<file path="src/verilog/dcs_pkg.sv">
package dcs_pkg;

  // ----------------------------------------
  // Register offsets
  // ----------------------------------------
  localparam logic [2:0] DCS_OFS_CFG7 = 3'h0;
  localparam logic [2:0] DCS_OFS_CFG8 = 3'h1;
  localparam logic [2:0] DCS_OFS_CFG9 = 3'h2;
  localparam logic [2:0] DCS_OFS_CTRL = 3'h3;
  localparam logic [2:0] DCS_OFS_STAT = 3'h4;

  // ----------------------------------------
  // Field positions in configuration and status words
  // ----------------------------------------
  localparam int DCS_POS_DATA = 0;
  localparam int DCS_POS_CSEL = 8;
  localparam int DCS_POS_EDGE = 12;
  localparam int DCS_POS_FSEL = 14;
  localparam int DCS_POS_LOCK = 0;
  localparam int DCS_POS_ERR = 1;
  localparam int DCS_POS_OUT = 2;

  // ----------------------------------------
  // Reset values
  // ----------------------------------------
  localparam logic [14:0] DCS_RST_CFG = 15'h0000;
  localparam logic [7:0] DCS_RST_CNT = 8'h00;

  // ----------------------------------------
  // Clock source codes
  // ----------------------------------------
  localparam logic [3:0] DCS_CK_RC = 4'h0;
  localparam logic [3:0] DCS_CK_D4 = 4'h1;
  localparam logic [3:0] DCS_CK_D12 = 4'h2;
  localparam logic [3:0] DCS_CK_D24 = 4'h3;
  localparam logic [3:0] DCS_CK_D64 = 4'h4;
  localparam logic [3:0] DCS_CK_CHAIN = 4'h5;
  localparam logic [3:0] DCS_CK_FAB = 4'h6;
  localparam logic [3:0] DCS_CK_F72D8 = 4'h7;
  localparam logic [3:0] DCS_CK_RING = 4'h8;
  localparam logic [3:0] DCS_CK_F83 = 4'h9;
  localparam logic [3:0] DCS_CK_LF = 4'hA;
  localparam logic [3:0] DCS_CK_SM256 = 4'hB;
  localparam logic [3:0] DCS_CK_MOD = 4'hC;
  localparam logic [3:0] DCS_CK_RSV = 4'hD;
  localparam logic [2:0] DCS_C7_RC = 3'h0;
  localparam logic [2:0] DCS_C7_D4 = 3'h1;
  localparam logic [2:0] DCS_C7_D24 = 3'h2;
  localparam logic [2:0] DCS_C7_D64 = 3'h3;
  localparam logic [2:0] DCS_C7_LF = 3'h4;
  localparam logic [2:0] DCS_C7_CHAIN = 3'h5;
  localparam logic [2:0] DCS_C7_RING = 3'h6;
  localparam logic [2:0] DCS_C7_F73 = 3'h7;

  // ----------------------------------------
  // Edge modes and functions
  // ----------------------------------------
  localparam logic [1:0] DCS_EDGE_BOTH = 2'h0;
  localparam logic [1:0] DCS_EDGE_FALL = 2'h1;
  localparam logic [1:0] DCS_EDGE_RISE = 2'h2;
  localparam logic [1:0] DCS_EDGE_NONE = 2'h3;
  localparam logic DCS_FN_DELAY = 1'b0;

  // Configuration of one stage
  typedef struct packed {
    logic fsel;
    logic [1:0] edge_mode;
    logic [3:0] clk_sel;
    logic [7:0] data;
  } dcs_cfg_type;

  // Clock and signal sources seen by the stages
  typedef struct packed {
    logic rc_oscillator;
    logic rc_div4;
    logic rc_div12;
    logic rc_div24;
    logic rc_div64;
    logic low_frequency_oscillator;
    logic ring_oscillator;
    logic fabric_b_signal_73;
    logic fabric_a_signal_72;
    logic fabric_a_signal_83;
    logic state_machine_clock_div256;
    logic modulator_clock;
    logic stage_six_output;
  } dcs_src_type;

endpackage

</file>
<file path="src/verilog/dcs_stages.sv">
// Added by the designer: strobed register access and the placing of the registers.
`timescale 1ns/100ps
`default_nettype none
module dcs_stages import dcs_pkg::*; (
  // Clock and reset
  input wire logic clk,
  input wire logic rst_n,
  // Source pins
  input wire dcs_src_type src,
  input wire logic [2:0] stage_in,
  // Register port
  input wire logic [2:0] addr,
  input wire logic [31:0] wdata,
  input wire logic wr,
  input wire logic rd,
  output logic [31:0] rdata,
  // Stage outputs (seven, eight, nine)
  output logic [2:0] stage_out
);

  // ----------------------------------------
  // State
  // ----------------------------------------
  typedef struct packed {
    dcs_src_type src_m;         // First sync stage
    dcs_src_type src_s;         // Second sync stage
    logic [2:0] in_m;           // Stage input first sync
    logic [2:0] in_s;           // Stage input second sync
    logic [2:0] in_p;           // Previous stage input
    logic [2:0] ck_p;           // Previous selected clock
    logic f72_p;                // Previous fabric 72
    logic [2:0] div8;           // Fabric 72 divider
    dcs_cfg_type [2:0] cfg;     // Stage settings
    logic [2:0][7:0] cnt;       // Stage counters
    logic [2:0] run;            // Delay in progress
    logic [2:0] out;            // Stage outputs
    logic lock;                 // Settings frozen
    logic err;                  // Reserved code refused
    logic [31:0] rdata;         // Read answer
  } dcs_state_type;

  dcs_state_type st_q;
  dcs_state_type st_d;
  logic [2:0] ck_sel;           // Selected clock per stage
  logic [2:0] hit;              // Qualifying input edge
  logic [2:0] tick;             // Selected clock rising edge

  // Mux for the four-bit selectors of stages eight and nine
  function automatic logic ck_mux4(input dcs_src_type s, input logic [3:0] code,
                                   input logic chain, input logic fab, input logic d8);
    case (code)
      DCS_CK_RC: ck_mux4 = s.rc_oscillator;
      DCS_CK_D4: ck_mux4 = s.rc_div4;
      DCS_CK_D12: ck_mux4 = s.rc_div12;
      DCS_CK_D24: ck_mux4 = s.rc_div24;
      DCS_CK_D64: ck_mux4 = s.rc_div64;
      DCS_CK_CHAIN: ck_mux4 = chain;
      DCS_CK_FAB: ck_mux4 = fab;
      DCS_CK_F72D8: ck_mux4 = d8;
      DCS_CK_RING: ck_mux4 = s.ring_oscillator;
      DCS_CK_F83: ck_mux4 = s.fabric_a_signal_83;
      DCS_CK_LF: ck_mux4 = s.low_frequency_oscillator;
      DCS_CK_SM256: ck_mux4 = s.state_machine_clock_div256;
      DCS_CK_MOD: ck_mux4 = s.modulator_clock;
      default: ck_mux4 = 1'b0;
    endcase
  endfunction

  // Edge qualifier shared by delay and counter modes
  function automatic logic edge_hit(input logic [1:0] m, input logic r, input logic f);
    case (m)
      DCS_EDGE_BOTH: edge_hit = r | f;
      DCS_EDGE_FALL: edge_hit = f;
      DCS_EDGE_RISE: edge_hit = r;
      default: edge_hit = 1'b0;
    endcase
  endfunction

  // ----------------------------------------
  // Clock selection
  // ----------------------------------------
  always_comb begin
    // Stage seven three-bit selector
    case (st_q.cfg[0].clk_sel[2:0])
      DCS_C7_RC: ck_sel[0] = st_q.src_s.rc_oscillator;
      DCS_C7_D4: ck_sel[0] = st_q.src_s.rc_div4;
      DCS_C7_D24: ck_sel[0] = st_q.src_s.rc_div24;
      DCS_C7_D64: ck_sel[0] = st_q.src_s.rc_div64;
      DCS_C7_LF: ck_sel[0] = st_q.src_s.low_frequency_oscillator;
      DCS_C7_CHAIN: ck_sel[0] = st_q.src_s.stage_six_output;
      DCS_C7_RING: ck_sel[0] = st_q.src_s.ring_oscillator;
      default: ck_sel[0] = st_q.src_s.fabric_b_signal_73;
    endcase
    // Stage eight chains from seven, fabric b 73
    ck_sel[1] = ck_mux4(st_q.src_s, st_q.cfg[1].clk_sel, st_q.out[0],
                        st_q.src_s.fabric_b_signal_73, st_q.div8[2]);
    // Stage nine chains from eight, fabric a 72 undivided
    ck_sel[2] = ck_mux4(st_q.src_s, st_q.cfg[2].clk_sel, st_q.out[1],
                        st_q.src_s.fabric_a_signal_72, st_q.div8[2]);
  end

  // ----------------------------------------
  // Next state
  // ----------------------------------------
  always_comb begin
    st_d = st_q;
    st_d.src_m = src;
    st_d.src_s = st_q.src_m;
    st_d.in_m = stage_in;
    st_d.in_s = st_q.in_m;
    st_d.in_p = st_q.in_s;
    st_d.ck_p = ck_sel;
    st_d.f72_p = st_q.src_s.fabric_a_signal_72;
    st_d.rdata = 32'h0000_0000;
    // Divide fabric a 72 by eight on its rising edges
    if (st_q.src_s.fabric_a_signal_72 && !st_q.f72_p) begin
      st_d.div8 = st_q.div8 + 3'h1;
    end
    // Stage engines
    for (int i = 0; i < 3; i++) begin
      tick[i] = ck_sel[i] & ~st_q.ck_p[i];
      hit[i] = edge_hit(st_q.cfg[i].edge_mode, st_q.in_s[i] & ~st_q.in_p[i],
                        ~st_q.in_s[i] & st_q.in_p[i]);
      if (st_q.cfg[i].fsel == DCS_FN_DELAY) begin
        // Delay: qualifying edge loads count, output follows input at expiry
        if (hit[i]) begin
          st_d.run[i] = 1'b1;
          st_d.cnt[i] = st_q.cfg[i].data;
        end else if (st_q.run[i] && tick[i]) begin
          if (st_q.cnt[i] == DCS_RST_CNT) begin
            st_d.run[i] = 1'b0;
            st_d.out[i] = st_q.in_s[i];
          end else begin
            st_d.cnt[i] = st_q.cnt[i] - 8'h01;
          end
        end
      end else begin
        // Counter: reset condition reloads, expiry gives one tick pulse
        st_d.run[i] = 1'b0;
        if ((st_q.cfg[i].edge_mode == DCS_EDGE_NONE) ? st_q.in_s[i] : hit[i]) begin
          st_d.cnt[i] = st_q.cfg[i].data;
          st_d.out[i] = 1'b0;
        end else if (tick[i]) begin
          if (st_q.cnt[i] == DCS_RST_CNT) begin
            st_d.cnt[i] = st_q.cfg[i].data;
            st_d.out[i] = 1'b1;
          end else begin
            st_d.cnt[i] = st_q.cnt[i] - 8'h01;
            st_d.out[i] = 1'b0;
          end
        end
      end
    end
    // Register writes
    if (wr) begin
      if (addr <= DCS_OFS_CFG9 && !st_q.lock) begin
        if (addr != DCS_OFS_CFG7 && wdata[DCS_POS_CSEL+:4] >= DCS_CK_RSV) begin
          st_d.err = 1'b1;
        end else begin
          st_d.cfg[addr[1:0]] = wdata[14:0];
          if (addr == DCS_OFS_CFG7) begin
            st_d.cfg[0].clk_sel[3] = 1'b0;
          end
        end
      end else if (addr == DCS_OFS_CTRL && wdata[DCS_POS_LOCK]) begin
        st_d.lock = 1'b1;
      end
    end
    // Register reads, answered next cycle
    if (rd) begin
      case (addr)
        DCS_OFS_CFG7, DCS_OFS_CFG8, DCS_OFS_CFG9: st_d.rdata = {17'h0, st_q.cfg[addr[1:0]]};
        DCS_OFS_CTRL: st_d.rdata = {31'h0, st_q.lock};
        DCS_OFS_STAT: st_d.rdata = {27'h0, st_q.out, st_q.err, st_q.lock};
        default: st_d.rdata = 32'h0000_0000;
      endcase
    end
  end

  // ----------------------------------------
  // State register
  // ----------------------------------------
  always_ff @(posedge clk or negedge rst_n) begin
    if (!rst_n) begin
      st_q <= '0;
    end else begin
      st_q <= st_d;
    end
  end

  assign rdata = st_q.rdata;
  assign stage_out = st_q.out;

  // ----------------------------------------
  // Checks
  // ----------------------------------------
  property p_c7_fab;
    @(posedge clk) disable iff (!rst_n)
      st_q.cfg[0].clk_sel[2:0] == DCS_C7_F73 |-> ck_sel[0] == st_q.src_s.fabric_b_signal_73;
  endproperty
  a_c7_fab: assert property (p_c7_fab) else $error("stage seven code 7 wrong");

  property p_c8_chain;
    @(posedge clk) disable iff (!rst_n)
      st_q.cfg[1].clk_sel == DCS_CK_CHAIN |-> ck_sel[1] == st_q.out[0];
  endproperty
  a_c8_chain: assert property (p_c8_chain) else $error("stage eight chain wrong");

  property p_c9_fab;
    @(posedge clk) disable iff (!rst_n)
      st_q.cfg[2].clk_sel == DCS_CK_FAB |-> ck_sel[2] == st_q.src_s.fabric_a_signal_72;
  endproperty
  a_c9_fab: assert property (p_c9_fab) else $error("stage nine code 6 wrong");

  property p_delay_none;
    @(posedge clk) disable iff (!rst_n)
      st_q.cfg[0].fsel == DCS_FN_DELAY &&
      st_q.cfg[0].edge_mode == DCS_EDGE_NONE && !st_q.run[0] |=> !st_q.run[0];
  endproperty
  a_delay_none: assert property (p_delay_none) else $error("delay started with no edge");

  property p_cnt_level;
    @(posedge clk) disable iff (!rst_n)
      st_q.cfg[1].fsel && st_q.cfg[1].edge_mode == DCS_EDGE_NONE &&
      st_q.in_s[1] |=> st_q.cnt[1] == $past(st_q.cfg[1].data) && !st_q.out[1];
  endproperty
  a_cnt_level: assert property (p_cnt_level) else $error("level reset not held");

  property p_delay_start;
    @(posedge clk) disable iff (!rst_n)
      st_q.cfg[0].fsel == DCS_FN_DELAY && hit[0] |=> st_q.run[0];
  endproperty
  a_delay_start: assert property (p_delay_start) else $error("delay did not start");

  property p_load8;
    @(posedge clk) disable iff (!rst_n)
      hit[1] |=> st_q.cnt[1] == $past(st_q.cfg[1].data);
  endproperty
  a_load8: assert property (p_load8) else $error("stage eight count not loaded");

  property p_frozen;
    @(posedge clk) disable iff (!rst_n)
      st_q.lock |=> st_q.lock && $stable(st_q.cfg);
  endproperty
  a_frozen: assert property (p_frozen) else $error("settings changed after lock");

  property p_reserved;
    @(posedge clk) disable iff (!rst_n)
      wr && addr == DCS_OFS_CFG8 && !st_q.lock && wdata[11:8] >= DCS_CK_RSV
      |=> st_q.err && $stable(st_q.cfg);
  endproperty
  a_reserved: assert property (p_reserved) else $error("reserved code accepted");

  // ----------------------------------------
  // Behaviour checks
  // ----------------------------------------
  // Stage seven never holds a four-bit clock code
  property p_c7_msb;
    @(posedge clk) disable iff (!rst_n)
      !st_q.cfg[0].clk_sel[3];
  endproperty
  a_c7_msb: assert property (p_c7_msb) else $error("stage seven code too wide");

  // Reserved clock codes can never be stored
  property p_rsv_silent;
    @(posedge clk) disable iff (!rst_n)
      st_q.cfg[1].clk_sel < DCS_CK_RSV && st_q.cfg[2].clk_sel < DCS_CK_RSV;
  endproperty
  a_rsv_silent: assert property (p_rsv_silent) else $error("reserved code stored");

  // Stage seven loads its count on a qualifying edge
  property p_load7;
    @(posedge clk) disable iff (!rst_n)
      hit[0] |=> st_q.cnt[0] == $past(st_q.cfg[0].data);
  endproperty
  a_load7: assert property (p_load7) else $error("stage seven count not loaded");

  // Delay expiry hands the input level to the output
  property p_delay_expire;
    @(posedge clk) disable iff (!rst_n)
      st_q.cfg[0].fsel == DCS_FN_DELAY && st_q.run[0] && tick[0] && !hit[0] &&
      st_q.cnt[0] == DCS_RST_CNT |=> !st_q.run[0] && st_q.out[0] == $past(st_q.in_s[0]);
  endproperty
  a_delay_expire: assert property (p_delay_expire) else $error("delay expiry wrong");

  // Counter wrap reloads the count and raises the output
  property p_cnt_wrap;
    @(posedge clk) disable iff (!rst_n)
      st_q.cfg[2].fsel && tick[2] && st_q.cnt[2] == DCS_RST_CNT && !hit[2] &&
      !(st_q.cfg[2].edge_mode == DCS_EDGE_NONE && st_q.in_s[2])
      |=> st_q.out[2] && st_q.cnt[2] == $past(st_q.cfg[2].data);
  endproperty
  a_cnt_wrap: assert property (p_cnt_wrap) else $error("counter wrap wrong");

  // The refusal flag stays set until reset
  property p_err_sticky;
    @(posedge clk) disable iff (!rst_n)
      st_q.err |=> st_q.err;
  endproperty
  a_err_sticky: assert property (p_err_sticky) else $error("refusal flag cleared");

  // Read answer stands one cycle only, zero otherwise
  property p_rd_idle;
    @(posedge clk) disable iff (!rst_n)
      !rd |=> st_q.rdata == 32'h0000_0000;
  endproperty
  a_rd_idle: assert property (p_rd_idle) else $error("read answer outside its cycle");

endmodule
`default_nettype wire

</file>
<file path="config.mk">
export PLATFORM = sky130hd
export DESIGN_NAME = dcs_stages
export DESIGN_NICKNAME = d
export VERILOG_FILES = /design/src/verilog/dcs_pkg.sv /design/src/verilog/dcs_stages.sv
export SDC_FILE = /design/constraint.sdc
export NUM_CORES = 1
export LEC_CHECK = 0
export ABC_AREA = 1
export BUFFER_PORTS_ARGS = -buffer_cell sky130_fd_sc_hd__buf_2
export CORE_ASPECT_RATIO = 1.75
export CORE_MARGIN = 2
export CORE_UTILIZATION = 40
export CTS_CLUSTER_DIAMETER = 80
export DETAILED_ROUTE_END_ITERATION = 8
export SYNTH_ARGS = -nofsm -noshare
export SYNTH_HDL_FRONTEND = slang
export SYNTH_SLANG_ARGS = --single-unit
</file>
<file path="constraint.sdc">
create_clock -name clk -period 1.92 [get_ports clk]
set_input_delay 0.192 -clock clk [delete_from_list [all_inputs] [get_ports clk]]
set_output_delay 0.192 -clock clk [all_outputs]
set_load 0.005 [all_outputs]
</file>
# Word-level counts from Yosys, hierarchy flattened
# Index checks and enable logic that the tools add are counted.
# op_classes
addsub	4
mul	0
div	0
magnitude_cmp	4
n_eq_ne	52
shift	0
mux	71
bitwise_logic	23
n_reduce_logical	46
# op_table
cell	n
8-bit two-way mux	21
45-bit bitwise mux	1
15-bit two-way mux	3
15-bit one-hot mux with 3 select lines	1
4-bit == test (second input constant)	10
1-bit two-way mux	37
4-bit by 3-bit == test with 1-bit output (second input constant)	8
15-bit binary-select mux with 2-bit select	1
15-bit demux with 2-bit select	1
1-bit one-hot mux with 13 select lines	2
8-bit logical NOT	3
8-bit by 1-bit subtractor with 8-bit output (second input constant)	3
3-bit nonzero test	7
3-bit AND reduction	6
4-bit by 2-bit == test with 1-bit output (second input constant)	4
2-bit == test (second input constant)	6
3-bit by 2-bit == test with 1-bit output (second input constant)	4
3-bit == test (second input constant)	4
4-bit AND reduction	3
2-bit nonzero test	6
1-bit inverter	11
1-bit bitwise AND	9
3-bit by 1-bit != test with 1-bit output (second input constant)	3
3-bit != test (second input constant)	3
19 further kinds	43
# word_totals
regBits	151
latchBits	0
ramBits	0
romBits	0
inputBits	55
out_inout_bits	35
word_cells	256
memories	0

# Depth between registers and ports, before layout
# Gate-level depths: netlist of run 1.
# logic_depth
ltp_word	7
depth_mapped	15
depth_no_buf	14

# Least setup slack after synthesis of run 1
# Ideal clock, no wire load.
# synth_path
path_kind	reg2reg
from	register st_q[117] in the netlist's numbering
to	register st_q[51] in the netlist's numbering
setup_time_ns	0.117
arrival_ns	1.595
t_required_ns	1.803
path_slack_ns	0.208
stages_incl_launch_ff	11
n_path_buf	0
period_less_slack_ns	1.712
cell_sequence	dfrtp_1 inv_1 ha_1 nor3_1 a21oi_2 nand2_2 nor2_1 a21oi_4 nand2_4 nand2_1 nand2_1
# synth_via
elab_chain_len	7
elab_cells_between_ends	13
cone_classes	eq/ne (2); mux (5); bitwise (4); reduce/logical (2)
# synth_lines
item	line	source
from (decl)	dcs_stages.sv:42	dcs_state_type st_q;
from (signal assigned)	dcs_stages.sv:187	st_q <= st_d;
1-bit inverter	dcs_stages.sv:122	hit[i] = edge_hit(st_q.cfg[i].edge_mode, st_q.in_s[i] & ~st_q.in_p[i],
1-bit bitwise AND	dcs_stages.sv:122	
1-bit bitwise OR	dcs_stages.sv:72	DCS_EDGE_BOTH: edge_hit = r | f;
1-bit one-hot mux with 3 select lines *	dcs_stages.sv:71	case (m)
1-bit two-way mux	dcs_stages.sv:140	if ((st_q.cfg[i].edge_mode == DCS_EDGE_NONE) ? st_q.in_s[i] : hit[i]) begin
3-bit by 1-bit != test with 1-bit output (no line) or 8-bit two-way mux (tied branches)	n/a	
3-bit AND reduction (no line) or 8-bit two-way mux (tied branches)	n/a	
# Mark *: on every way between the ends. The rest lies on a longest branch, timed or not.
# A chain may end at the register's enable or synchronous reset.

# Worst setup path after layout of run 1
# layout_path
from	register st_q (netlist bit st_d[117])
to	register st_q[50] in the netlist's numbering
# layout_via
elab_chain_len	7
elab_cells_between_ends	13
cone_classes	eq/ne (2); mux (5); bitwise (4); reduce/logical (2)
# layout_lines
item	line	source
1-bit inverter	dcs_stages.sv:123	~st_q.in_s[i] & st_q.in_p[i]);
1-bit bitwise AND	dcs_stages.sv:123	
1-bit bitwise OR	dcs_stages.sv:72	
1-bit one-hot mux with 3 select lines	dcs_stages.sv:71	
1-bit two-way mux	dcs_stages.sv:140	
3-bit by 1-bit != test with 1-bit output (no line) or 8-bit two-way mux (tied branches)	n/a	
3-bit AND reduction (no line) or 8-bit two-way mux (tied branches)	n/a	
# Parallel ways exist; a longest one is shown, timed or not.

==> results of run 1 <==
kinds of logic after synthesis:
logic type	synth area share, %
compound gates	9.93
xor+xnor	2.30
fa+ha+maj	2.38
buf+inv	10.8
flops	49.0
mux	0.165
other cells	0.0548
simple gates	25.4
state kept, by name, summed over array words and instances, names as in the netlist:
| register | count |
|---|---|
| rdata | 15 |
| stage_out | 3 |
| st_d | 20 |
| st_q | 96 |
worst paths after layout:
path	cells after the start	end	startpoint	slack (ns)
max in group asynchronous	3	st_q[44]	rst_n	0.97
min reg2reg	0	st_q[130]	st_d[130]	0.34
min	3	st_q[33]	wr	0.06
max reg2reg	11	st_q[50]	st_d[117]	0.11
min in group asynchronous	2	st_d[135]	rst_n	0.30
max	11	st_q[50]	st_d[117]	0.11
power breakdown:
part	total, mW	switching (mW)	internal, mW
Clock	3.37	1.23	2.14
Combinational	2.37	1.37	0.998
Sequential	3.46	0.297	3.17
area by class of cell:
type / instances / area, um^2 / area share, %
multi-input combinational: 559 / 2930 / 35.2
sequential: 134 / 3360 / 40.4
timing repair buffer: 104 / 746 / 8.95
tap: 227 / 284 / 3.41
clock buffer: 20 / 467 / 5.60
inverter: 103 / 392 / 4.70
clock inverter: 11 / 148 / 1.77
synthesized netlist by cell type, types with 3 or more instances:
library cell / n
a21oi_1: 4
a22oi_1: 10
buf_4: 37
buf_6: 3
clkbuf_1: 8
dfrtp_1: 134
ha_1: 13
inv_1: 89
inv_2: 14
nand2_1: 240
nand2_2: 7
nand2_4: 6
nand3_1: 70
nand4_1: 8
nor2_1: 44
nor2_2: 8
nor3_1: 8
o21ai_0: 46
o21ai_1: 28
o22ai_1: 5
xnor2_1: 7
xor2_1: 11
timing repair:
item | CTS | global route
setup endpoints to repair | 0 | 25
endpoints found under the hold margin | 67 | 0
hold buffers | 17 | 0
resized for setup | 0 | 38
setup buffers | 0 | 10
per-layer routing:
| layer | vias to the layer above | global-route usage (%) |
|---|---|---|
| met1 | 2562 | 23.2 |
| met5 | - | 0 |
| met4 | 0 | 9.10 |
| met3 | 26 | 2.69 |
| li1 | 2775 | - |
| met2 | 121 | 33.0 |
metrics by stage:
stage	hold WS [ns]	instance area [um^2]	TNS, ns	std cells
2_1_floorplan	-0.104	6900	0	844
5_1_grt	0.0544	8330	-0.175	1158
4_1_cts	0.0460	8120	0	1146
3_5_place_dp	0.189	7330	0	1098
3_3_place_gp	0.179	7330	0	1098
6_report	0.0581	8330	0	1158
worst min-delay path: stages:
cell and delay (ns):
buf_2 0.12, nand2_1 0.07, o31ai_1 0.06
==> key figures, run 1 <==
Die
  – Core Region: ~17000 um^2
  – IO Pins: 90
  – Vert. Die Dim: 177 um
  – Die area: between 15000 and 20000 um^2
  – Row cnt: 63
  – Starting Density: about 41%
  – Die Width: slightly above 100 um

Synth
  – Mapped Cells: around 830
  – Synth Cell Area: between 6000 and 7000 um^2
  – Synthesized flop and latch total: approximately 130
  – Area share of the largest cell type after synthesis: 49.0%
  – Ys Warns: 0
  – Ys flop type: dfrtp_1
  – Sequential cell area fraction in the yosys report: roughly half
  – EDFF count, synth: 0
  – Post-synth ARST share: 100%
  – Synth top area cells: dfrtp_1, nand2_1, nand3_1
  – Synth unique cells: 44
  – Post-Syn Area per Cell: around 8.3 um^2
  – Leading area contributor after synthesis: dfrtp_1

Critical path
  – Worst-path maximum fanout: 7
  – WS Path Type: reg -> reg
  – Critical Path RT: roughly 2.2 ns
  – Most frequent CP cell: nand2_1
  – Worst path arrival time: around 2.1 ns
  – Setup crit start kind: flop
  – CP max stage cell: dfrtp_1
  – Worst path max stage delay: about 0.38 ns
  – CP top delay family: compound AO/OA/AOI/OAI gates
  – Bufs and invs on worst path: 2
  – Crit path cell chain: inv_2 > ha_1 > nand2_1 > nand2_1 > a21oi_4 > o21ai_1 > nor2_2 > a21oi_4 > buf_4 > nand3_1 > nand2_1
  – CP Capture Type: flop

Finish
  – Ant diodes: 0
  – Layout Utilization: 49.4%
  – Final nets: slightly below 1000
  – Commonest non-fill, non-tap cell in the layout: nand2_1
  – Share of layout cells above drive strength 1: just over 20%
  – Most frequent cells in the layout: nand2_1, dfrtp_1, inv_1
  – # fillers: roughly 1700
  – Synth-to-layout area growth: 21.7%

Global routing
  – Vias in the first global route: 5378
  – First-pass GRT wire length: roughly 27000 um
  – Total GRT Usage: a little under a fifth
  – Initial antenna violation count: 0
  – Largest net degree at the start of global routing: 56
  – Congestion Overflow GR: 0

Routing
  – First-pass detailed-route iteration total: 6
  – Met2 WL: roughly 8600 um
  – Drt via density: 4.74
  – Vias: approximately 5500
  – Met1 WL: about 6900 um
  – Drt drc: 0
  – Met3 wire length: 493 um
  – Top sig layer: met4
  – Drt total wl: around 16000 um
  – Drt wl/cell: ~14 um
  – Final ANT Viol Nets: 0
  – Drt initial violations: 384

Power
  – Static leakage: roughly 4.3 nW
  – P per Cell Area: between 1000 and 1500 nW/um^2
  – Max IR drop VDD: ~0.00054 V
  – Power, Total: about 9.2 mW

Run
  – Max Cap Violations: 0

STA
  – Setup violations, final: 0
  – Final Hold Fails: 0
  – Tcrit/Tclk final: 94.4%
  – Final Critical Period: between 1.5 and 2 ns
  – Worst setup margin: between 0.1 and 0.15 ns
  – Clock skew: about 0.011 ns
  – RSZ-0062 raised after global routing: yes
  – Max Slew Vio Count: 0
  – Achievable frequency: 552 MHz

Worst hold path
  – Worst hold path type: in -> reg

Status
  – Status: finished clean

Clocking
  – Clk sink count: 134
  – TritonCTS clock tree: built
  – H-tree depth: 4
  – Root buf cell: clkbuf_16
  – Num CTS Buffers: 17
  – Clock slew at reported path FFs: ~0.06 ns
  – Clock tree buffer depth: 2
  – Worst skew pair latency: approximately 0.42 ns

Placement
  – Gpl congestion: between 0.8 and 0.9
  – Setup Slack @ Placement: between 0.03 and 0.04 ns
  – IO buf count: 55
  – Dpl hpwl: approximately 12000 um
(Power assumes the default switching activity.)
==> inputs of run 2 (changes only) <==
SKIP_CTS_REPAIR_TIMING = 1   (was unset)
clock period = 2.2 ns   (was 1.92 ns; I/O delays follow)
==> run 2 against run 1 <==
Against the previous run:
- clock skew down 0.0010 ns
- setup slack better by 0.12 ns
- sequential share of layout area up 1.3 points
- combinational power down 22%
==> key figures, run 2 (synthesized netlist as in run 1, its figures left out) <==
Finish
  – Commonest non-fill, non-tap cell in the layout: nand2_1 (unchanged)
  – Most frequent cells in the layout: nand2_1, dfrtp_1, inv_1 (unchanged)
  – Max FFs per register: 96 (unchanged)
  – Final nets: 964 (was 987)
  – Ant diodes: 0 (unchanged)
  – Largest Register: st_q (unchanged)
  – Share of layout cells above drive strength 1: 15.9% (was 20.3%)
  – Synth-to-layout area growth: 17.8% (was 21.7%)

STA
  – Tcrit/Tclk final: 89.6% (was 94.4%)
  – Hold_ws: 0.0954 ns (was 0.0581 ns)
  – Max Slew Vio Count: 0 (unchanged)
  – Achievable frequency: 507 MHz (was 552 MHz)
  – RSZ-0062 raised after global routing: no (was yes)
  – Final Critical Period: 1.97 ns (was 1.81 ns)
  – Setup violations, final: 0 (unchanged)
  – Worst slew pin tran: 0.551 ns
  – Worst setup margin: 0.229 ns (was 0.108 ns)
  – Clock skew: 0.00965 ns (was 0.0107 ns)
  – Slew margin rel.: approximately 63%
  – Setup TNS: 0 ns (unchanged)
  – Final Hold Fails: 0 (unchanged)

Clocking
  – Worst skew pair latency: 0.42 ns (about the same)
  – Num CTS Buffers: 17 (unchanged)
  – TritonCTS clock tree: built (unchanged)
  – Clock tree buffer depth: 2 (unchanged)
  – Clk sink count: 134 (unchanged)
  – Root buf cell: clkbuf_16 (unchanged)
  – H-tree depth: 4 (unchanged)
  – Clock slew at reported path FFs: 0.05 ns (was 0.06 ns)

Critical path
  – CP Capture Type: flop (unchanged)
  – WS Path Type: reg -> reg (unchanged)
  – Worst path arrival time: 2.31 ns (was 2.12 ns)
  – Flop-to-flop setup slack: 0.23 ns (was 0.11 ns)
  – Setup crit start kind: flop (unchanged)
  – Worst-path maximum fanout: 9 (was 7)
  – Critical Path RT: 2.54 ns (was 2.23 ns)
  – Number of cells on the worst reg-to-reg path: 11 (unchanged)

Global routing
  – Vias in the first global route: 5152 (was 5378)
  – Initial antenna violation count: 0 (unchanged)
  – Congestion Overflow GR: 0 (unchanged)
  – Total GRT Usage: 18.5% (was 19.2%)
  – First-pass GRT wire length: 25600 um (was 26700 um)
  – Largest net degree at the start of global routing: 51 (was 56)

Power
  – Sw Ratio: 30.0% (was 31.5%)
  – Seq pwr share: 37.7% (was 37.6%)
  – P per Cell Area: 997 nW/um^2 (was 1100 nW/um^2)
  – Gate power share: 23.2% (was 25.7%)
  – Clock share of power: 39.1% (was 36.7%)
  – Cell Int Power: 5.62 mW (was 6.30 mW)
  – P_sw: 2.41 mW (was 2.90 mW)
  – Max IR drop VDD: 0.000482 V (was 0.000537 V)
  – Static leakage: 4.18 nW (was 4.28 nW)

Routing
  – Drt via density: 4.67 (was 4.74)
  – Final ANT Viol Nets: 0 (unchanged)
  – Drt initial violations: 330 (was 384)
  – Drt total wl: 15400 um (was 16500 um)
  – Drt drc: 0 (unchanged)
  – First-pass detailed-route iteration total: 4 (was 6)
  – Drt wl/cell: 13.6 um (was 14.2 um)
  – Vias: 5296 (was 5484)

Placement
  – Gpl congestion: 0.857 (was 0.859)
  – IO buf count: 55 (unchanged)
  – Setup Slack @ Placement: 0.270 ns (was 0.0332 ns)
  – Dpl hpwl: 11700 um (was 12100 um)

Die
  – Die Width: 103 um (unchanged)
  – Row cnt: 63 (unchanged)
  – Die area: 18200 um^2 (unchanged)
  – IO Pins: 90 (unchanged)
  – Core Region: 16900 um^2 (unchanged)
  – Vert. Die Dim: 177 um (unchanged)
  – Starting Density: 40.6% (unchanged)

Run
  – Max Cap Violations: 0 (unchanged)

Worst hold path
  – Worst hold path type: in -> reg (unchanged)
  – Hold Crit Depth: 3 (unchanged)

Status
  – Status: finished clean (unchanged)
## run 2: changes by cell type in the layout (fill, tap and decap cells not counted), sizes merged
cell	before	now
buf	87	66
clkinvlp	4	2
bufinv	3	5
a21oi	8	7
o21bai	3	2
## run 2: routing by layer
| metal | share of wire (%) | GRT usage [%] | up-vias |
|---|---|---|---|
| met3 | 2.7 | 3.04 | 20 |
| met5 | 0 | 0 | - |
| met4 | 2.5 | 8.77 | 0 |
| met1 | 42 | 22.3 | 2465 |
| li1 | - | - | 2727 |
| met2 | 53 | 31.6 | 84 |
## run 2: path summary, 6_finish.rpt
path                                   to      start
max in group asynchronous        st_q[33]      rst_n
worst min register to register  st_q[136]  st_d[136]
worst max register to register   st_q[41]  st_d[116]
worst max-delay path             st_q[41]  st_d[116]
worst min-delay path             st_q[33]         wr
min in group asynchronous       st_d[128]      rst_n
## run 2: through the flow
step           cells  instance area (um^2)  util [%]  total power, mW
2_1_floorplan    844                  6900         -             4.47
3_3_place_gp    1087                  7220      42.8             4.90
3_5_place_dp    1087                  7220      42.8             4.92
4_1_cts         1118                  7890      46.8             8.12
5_1_grt         1135                  8060      47.8             8.57
6_report        1135                  8060      47.8             8.03
## run 2: area by class of cell
type / count / area, um^2
Fill cell: 1688 / 8810
Sequential cell: 134 / 3350
Multi-Input combinational cell: 557 / 2810
Timing Repair Buffer: 83 / 559
Clock buffer: 20 / 467
Inverter: 103 / 387
Tap cell: 227 / 284
Clock inverter: 11 / 196
## run 2: critical path: stages (launching register included)
cell	delay (ns)
dfrtp_1	0.44
inv_1	0.07
ha_1	0.18
nand2_1	0.06
nand2_1	0.05
o21ai_1	0.08
nand2_1	0.14
nor2_1	0.32
nand2_2	0.20
nand2_2	0.22
nand2_1	0.07
o21ai_1	0.07
## run 2: power groups by stage
stage	logic, mW	clock network [mW]	registers [mW]
after floorplan	1.48	0	2.99
after global placement	1.83	0	3.07
after detailed placement	1.84	0	3.08
after CTS	1.86	3.23	3.04
after global routing	2.18	3.33	3.07
final	1.86	3.14	3.03
==> inputs of run 3 (changes only) <==
PLACE_DENSITY = 0.69   (was unset)
==> run 3 against run 2 <==
Against the previous run:
- utilization is 0.33 points lower
- power shrank 3.7%
- fmax increased by 0.90%
- sequential cell count is the same
- first-iteration DRC count decreased by 1.5%
- critical path depth fell by 2
- die area did not move
- cell count up 0.26%
- critical endpoint is now st_q[48]
- highest routed layer unchanged
==> key figures, run 3 (synthesized netlist as in run 1, its figures left out) <==
Critical path
  – Crit path cell chain: ha_1 > nor3_1 > a21oi_2 > nand2_2 > nor2_1 > a21oi_4 > nand2_4 > nand2_1 > nand2_1 (was inv_1 > ha_1 > nand2_1 > nand2_1 > o21ai_1 > nand2_1 > nor2_1 > nand2_2 > nand2_2 > nand2_1 > o21ai_1)
  – Reg2Reg Launch Point: st_d[117] (was st_d[116])
  – CP Capture Type: flop (unchanged)
  – Worst path max stage delay: 0.40 ns (was 0.44 ns)
  – RR Endpoint: st_q[48] (was st_q[41])
  – CP top delay family: simple AND/OR/NAND/NOR gates (unchanged)
  – Setup crit start kind: flop (unchanged)
  – Number of cells on the worst reg-to-reg path: 9 (was 11)
  – Worst path arrival time: 2.26 ns (was 2.31 ns)
  – WS Path Type: reg -> reg (unchanged)
  – Bufs and invs on worst path: 0 (was 1)
  – Worst-path maximum fanout: 9 (unchanged)
  – Flop-to-flop setup slack: 0.25 ns (was 0.23 ns)
  – Most frequent CP cell: nand2_1 (unchanged)
  – CP max stage cell: dfrtp_1 (unchanged)
  – Critical Path RT: 2.51 ns (was 2.54 ns)

Clocking
  – Num CTS Buffers: 17 (unchanged)
  – Clock tree buffer depth: 2 (unchanged)
  – H-tree depth: 4 (unchanged)
  – Root buf cell: clkbuf_16 (unchanged)
  – Clock slew at reported path FFs: 0.06 ns (was 0.05 ns)
  – Clk sink count: 134 (unchanged)
  – Worst skew pair latency: 0.42 ns (about the same)
  – TritonCTS clock tree: built (unchanged)

Power
  – P per Cell Area: 967 nW/um^2 (was 997 nW/um^2)
  – Power, Total: 7.74 mW (was 8.03 mW)
  – Max IR drop VDD: 0.000498 V (was 0.000482 V)
  – Static leakage: 4.15 nW (was 4.18 nW)

STA
  – Max Slew Vio Count: 0 (unchanged)
  – Achievable frequency: 512 MHz (was 507 MHz)
  – Worst setup margin: 0.246 ns (was 0.229 ns)
  – RSZ-0062 raised after global routing: no (unchanged)
  – Clock skew: 0.00775 ns (was 0.00965 ns)
  – Slew margin rel.: 60.5% (was 63.1%)
  – Final Critical Period: 1.95 ns (was 1.97 ns)
  – Setup violations, final: 0 (unchanged)
  – Worst slew pin tran: 0.591 ns (was 0.551 ns)
  – Final Hold Fails: 0 (unchanged)
  – Setup TNS: 0 ns (unchanged)
  – Hold_ws: 0.0762 ns (was 0.0954 ns)
  – Tcrit/Tclk final: 88.8% (was 89.6%)

Global routing
  – Initial antenna violation count: 0 (unchanged)
  – Largest net degree at the start of global routing: 64 (was 51)
  – Total GRT Usage: 18.4% (was 18.5%)
  – First-pass GRT wire length: 25700 um (was 25600 um)
  – Vias in the first global route: 5168 (was 5152)
  – Congestion Overflow GR: 0 (unchanged)

Finish
  – Layout Utilization: 47.4% (was 47.8%)
  – Most frequent cells in the layout: nand2_1, dfrtp_1, inv_1 (unchanged)
  – Largest Register: st_q (unchanged)
  – Max FFs per register: 96 (unchanged)
  – Share of layout cells above drive strength 1: 16.1% (was 15.9%)
  – Ant diodes: 0 (unchanged)
  – Commonest non-fill, non-tap cell in the layout: nand2_1 (unchanged)
  – Final instance area: 8000 um^2 (was 8060 um^2)
  – Synth-to-layout area growth: 17.0% (was 17.8%)
  – Cell Count, Final, Fillers Out: 1138 (was 1135)
  – Final nets: 966 (was 964)

Routing
  – Drt drc: 0 (unchanged)
  – Drt via density: 4.71 (was 4.67)
  – Drt wl/cell: 13.6 um (about the same)
  – Final ANT Viol Nets: 0 (unchanged)
  – First-pass detailed-route iteration total: 5 (was 4)
  – Drt initial violations: 325 (was 330)
  – Drt total wl: 15400 um (about the same)
  – Vias: 5365 (was 5296)

Worst hold path
  – Hold Crit Depth: 3 (unchanged)
  – Hold Crit Endpoint: st_q[33] (unchanged)
  – Hold Path Origin: wr (unchanged)
  – Worst hold path type: in -> reg (unchanged)

Die
  – Row cnt: 63 (unchanged)
  – Starting Density: 40.6% (unchanged)
  – IO Pins: 90 (unchanged)
  – Vert. Die Dim: 177 um (unchanged)
  – Die Width: 103 um (unchanged)
  – Die area: 18200 um^2 (unchanged)
  – Core Region: 16900 um^2 (unchanged)

Placement
  – Placed Cells: 1089 (was 1087)
  – IO buf count: 55 (unchanged)
  – Setup Slack @ Placement: 0.273 ns (was 0.270 ns)
  – Dpl hpwl: 11500 um (was 11700 um)
  – DP Area: 7240 um^2 (was 7220 um^2)
  – Gpl congestion: 0.879 (was 0.857)

Status
  – Status: finished clean (unchanged)

Run
  – Max Cap Violations: 0 (unchanged)
==> run 3: worst min-delay path: stages <==
cell,delay [ns]
buf_2,0.12
nand2_1,0.06
o31ai_1,0.05
==> run 3: worst max-delay path by stage <==
| stage | start | cells past startpoint | endpoint |
|---|---|---|---|
| floorplan | st_q[117] | 10 | st_q[51] |
| global placement | st_d[117] | 9 | st_q[55] |
| detailed placement | st_d[117] | 9 | st_q[48] |
| CTS | st_d[117] | 9 | st_q[48] |
| global route | st_d[116] | 11 | st_q[41] |
| finish | st_d[117] | 9 | st_q[48] |
==> run 3: per-layer routing <==
layer	vias to the layer above	wire [um]	GRT usage, %
met2	111	8240	31.8
met1	2487	6370	21.9
li1	2747	-	-
met5	-	0	0
met3	20	444	3.04
met4	0	385	8.66
==> run 3: cell type report <==
cell class	count	area, um^2
flip-flops and latches	134	3350
fillers	1689	8870
repair buffers	85	574
well taps	227	284
inverters	103	387
multi-input cells	557	2810
clock inverters	12	126
clock buffers	20	467
==> run 3: power breakdown <==
part / switching (mW) / internal (mW)
combinational: 1.11 / 0.766
clock: 1.08 / 1.75
sequential: 0.270 / 2.76
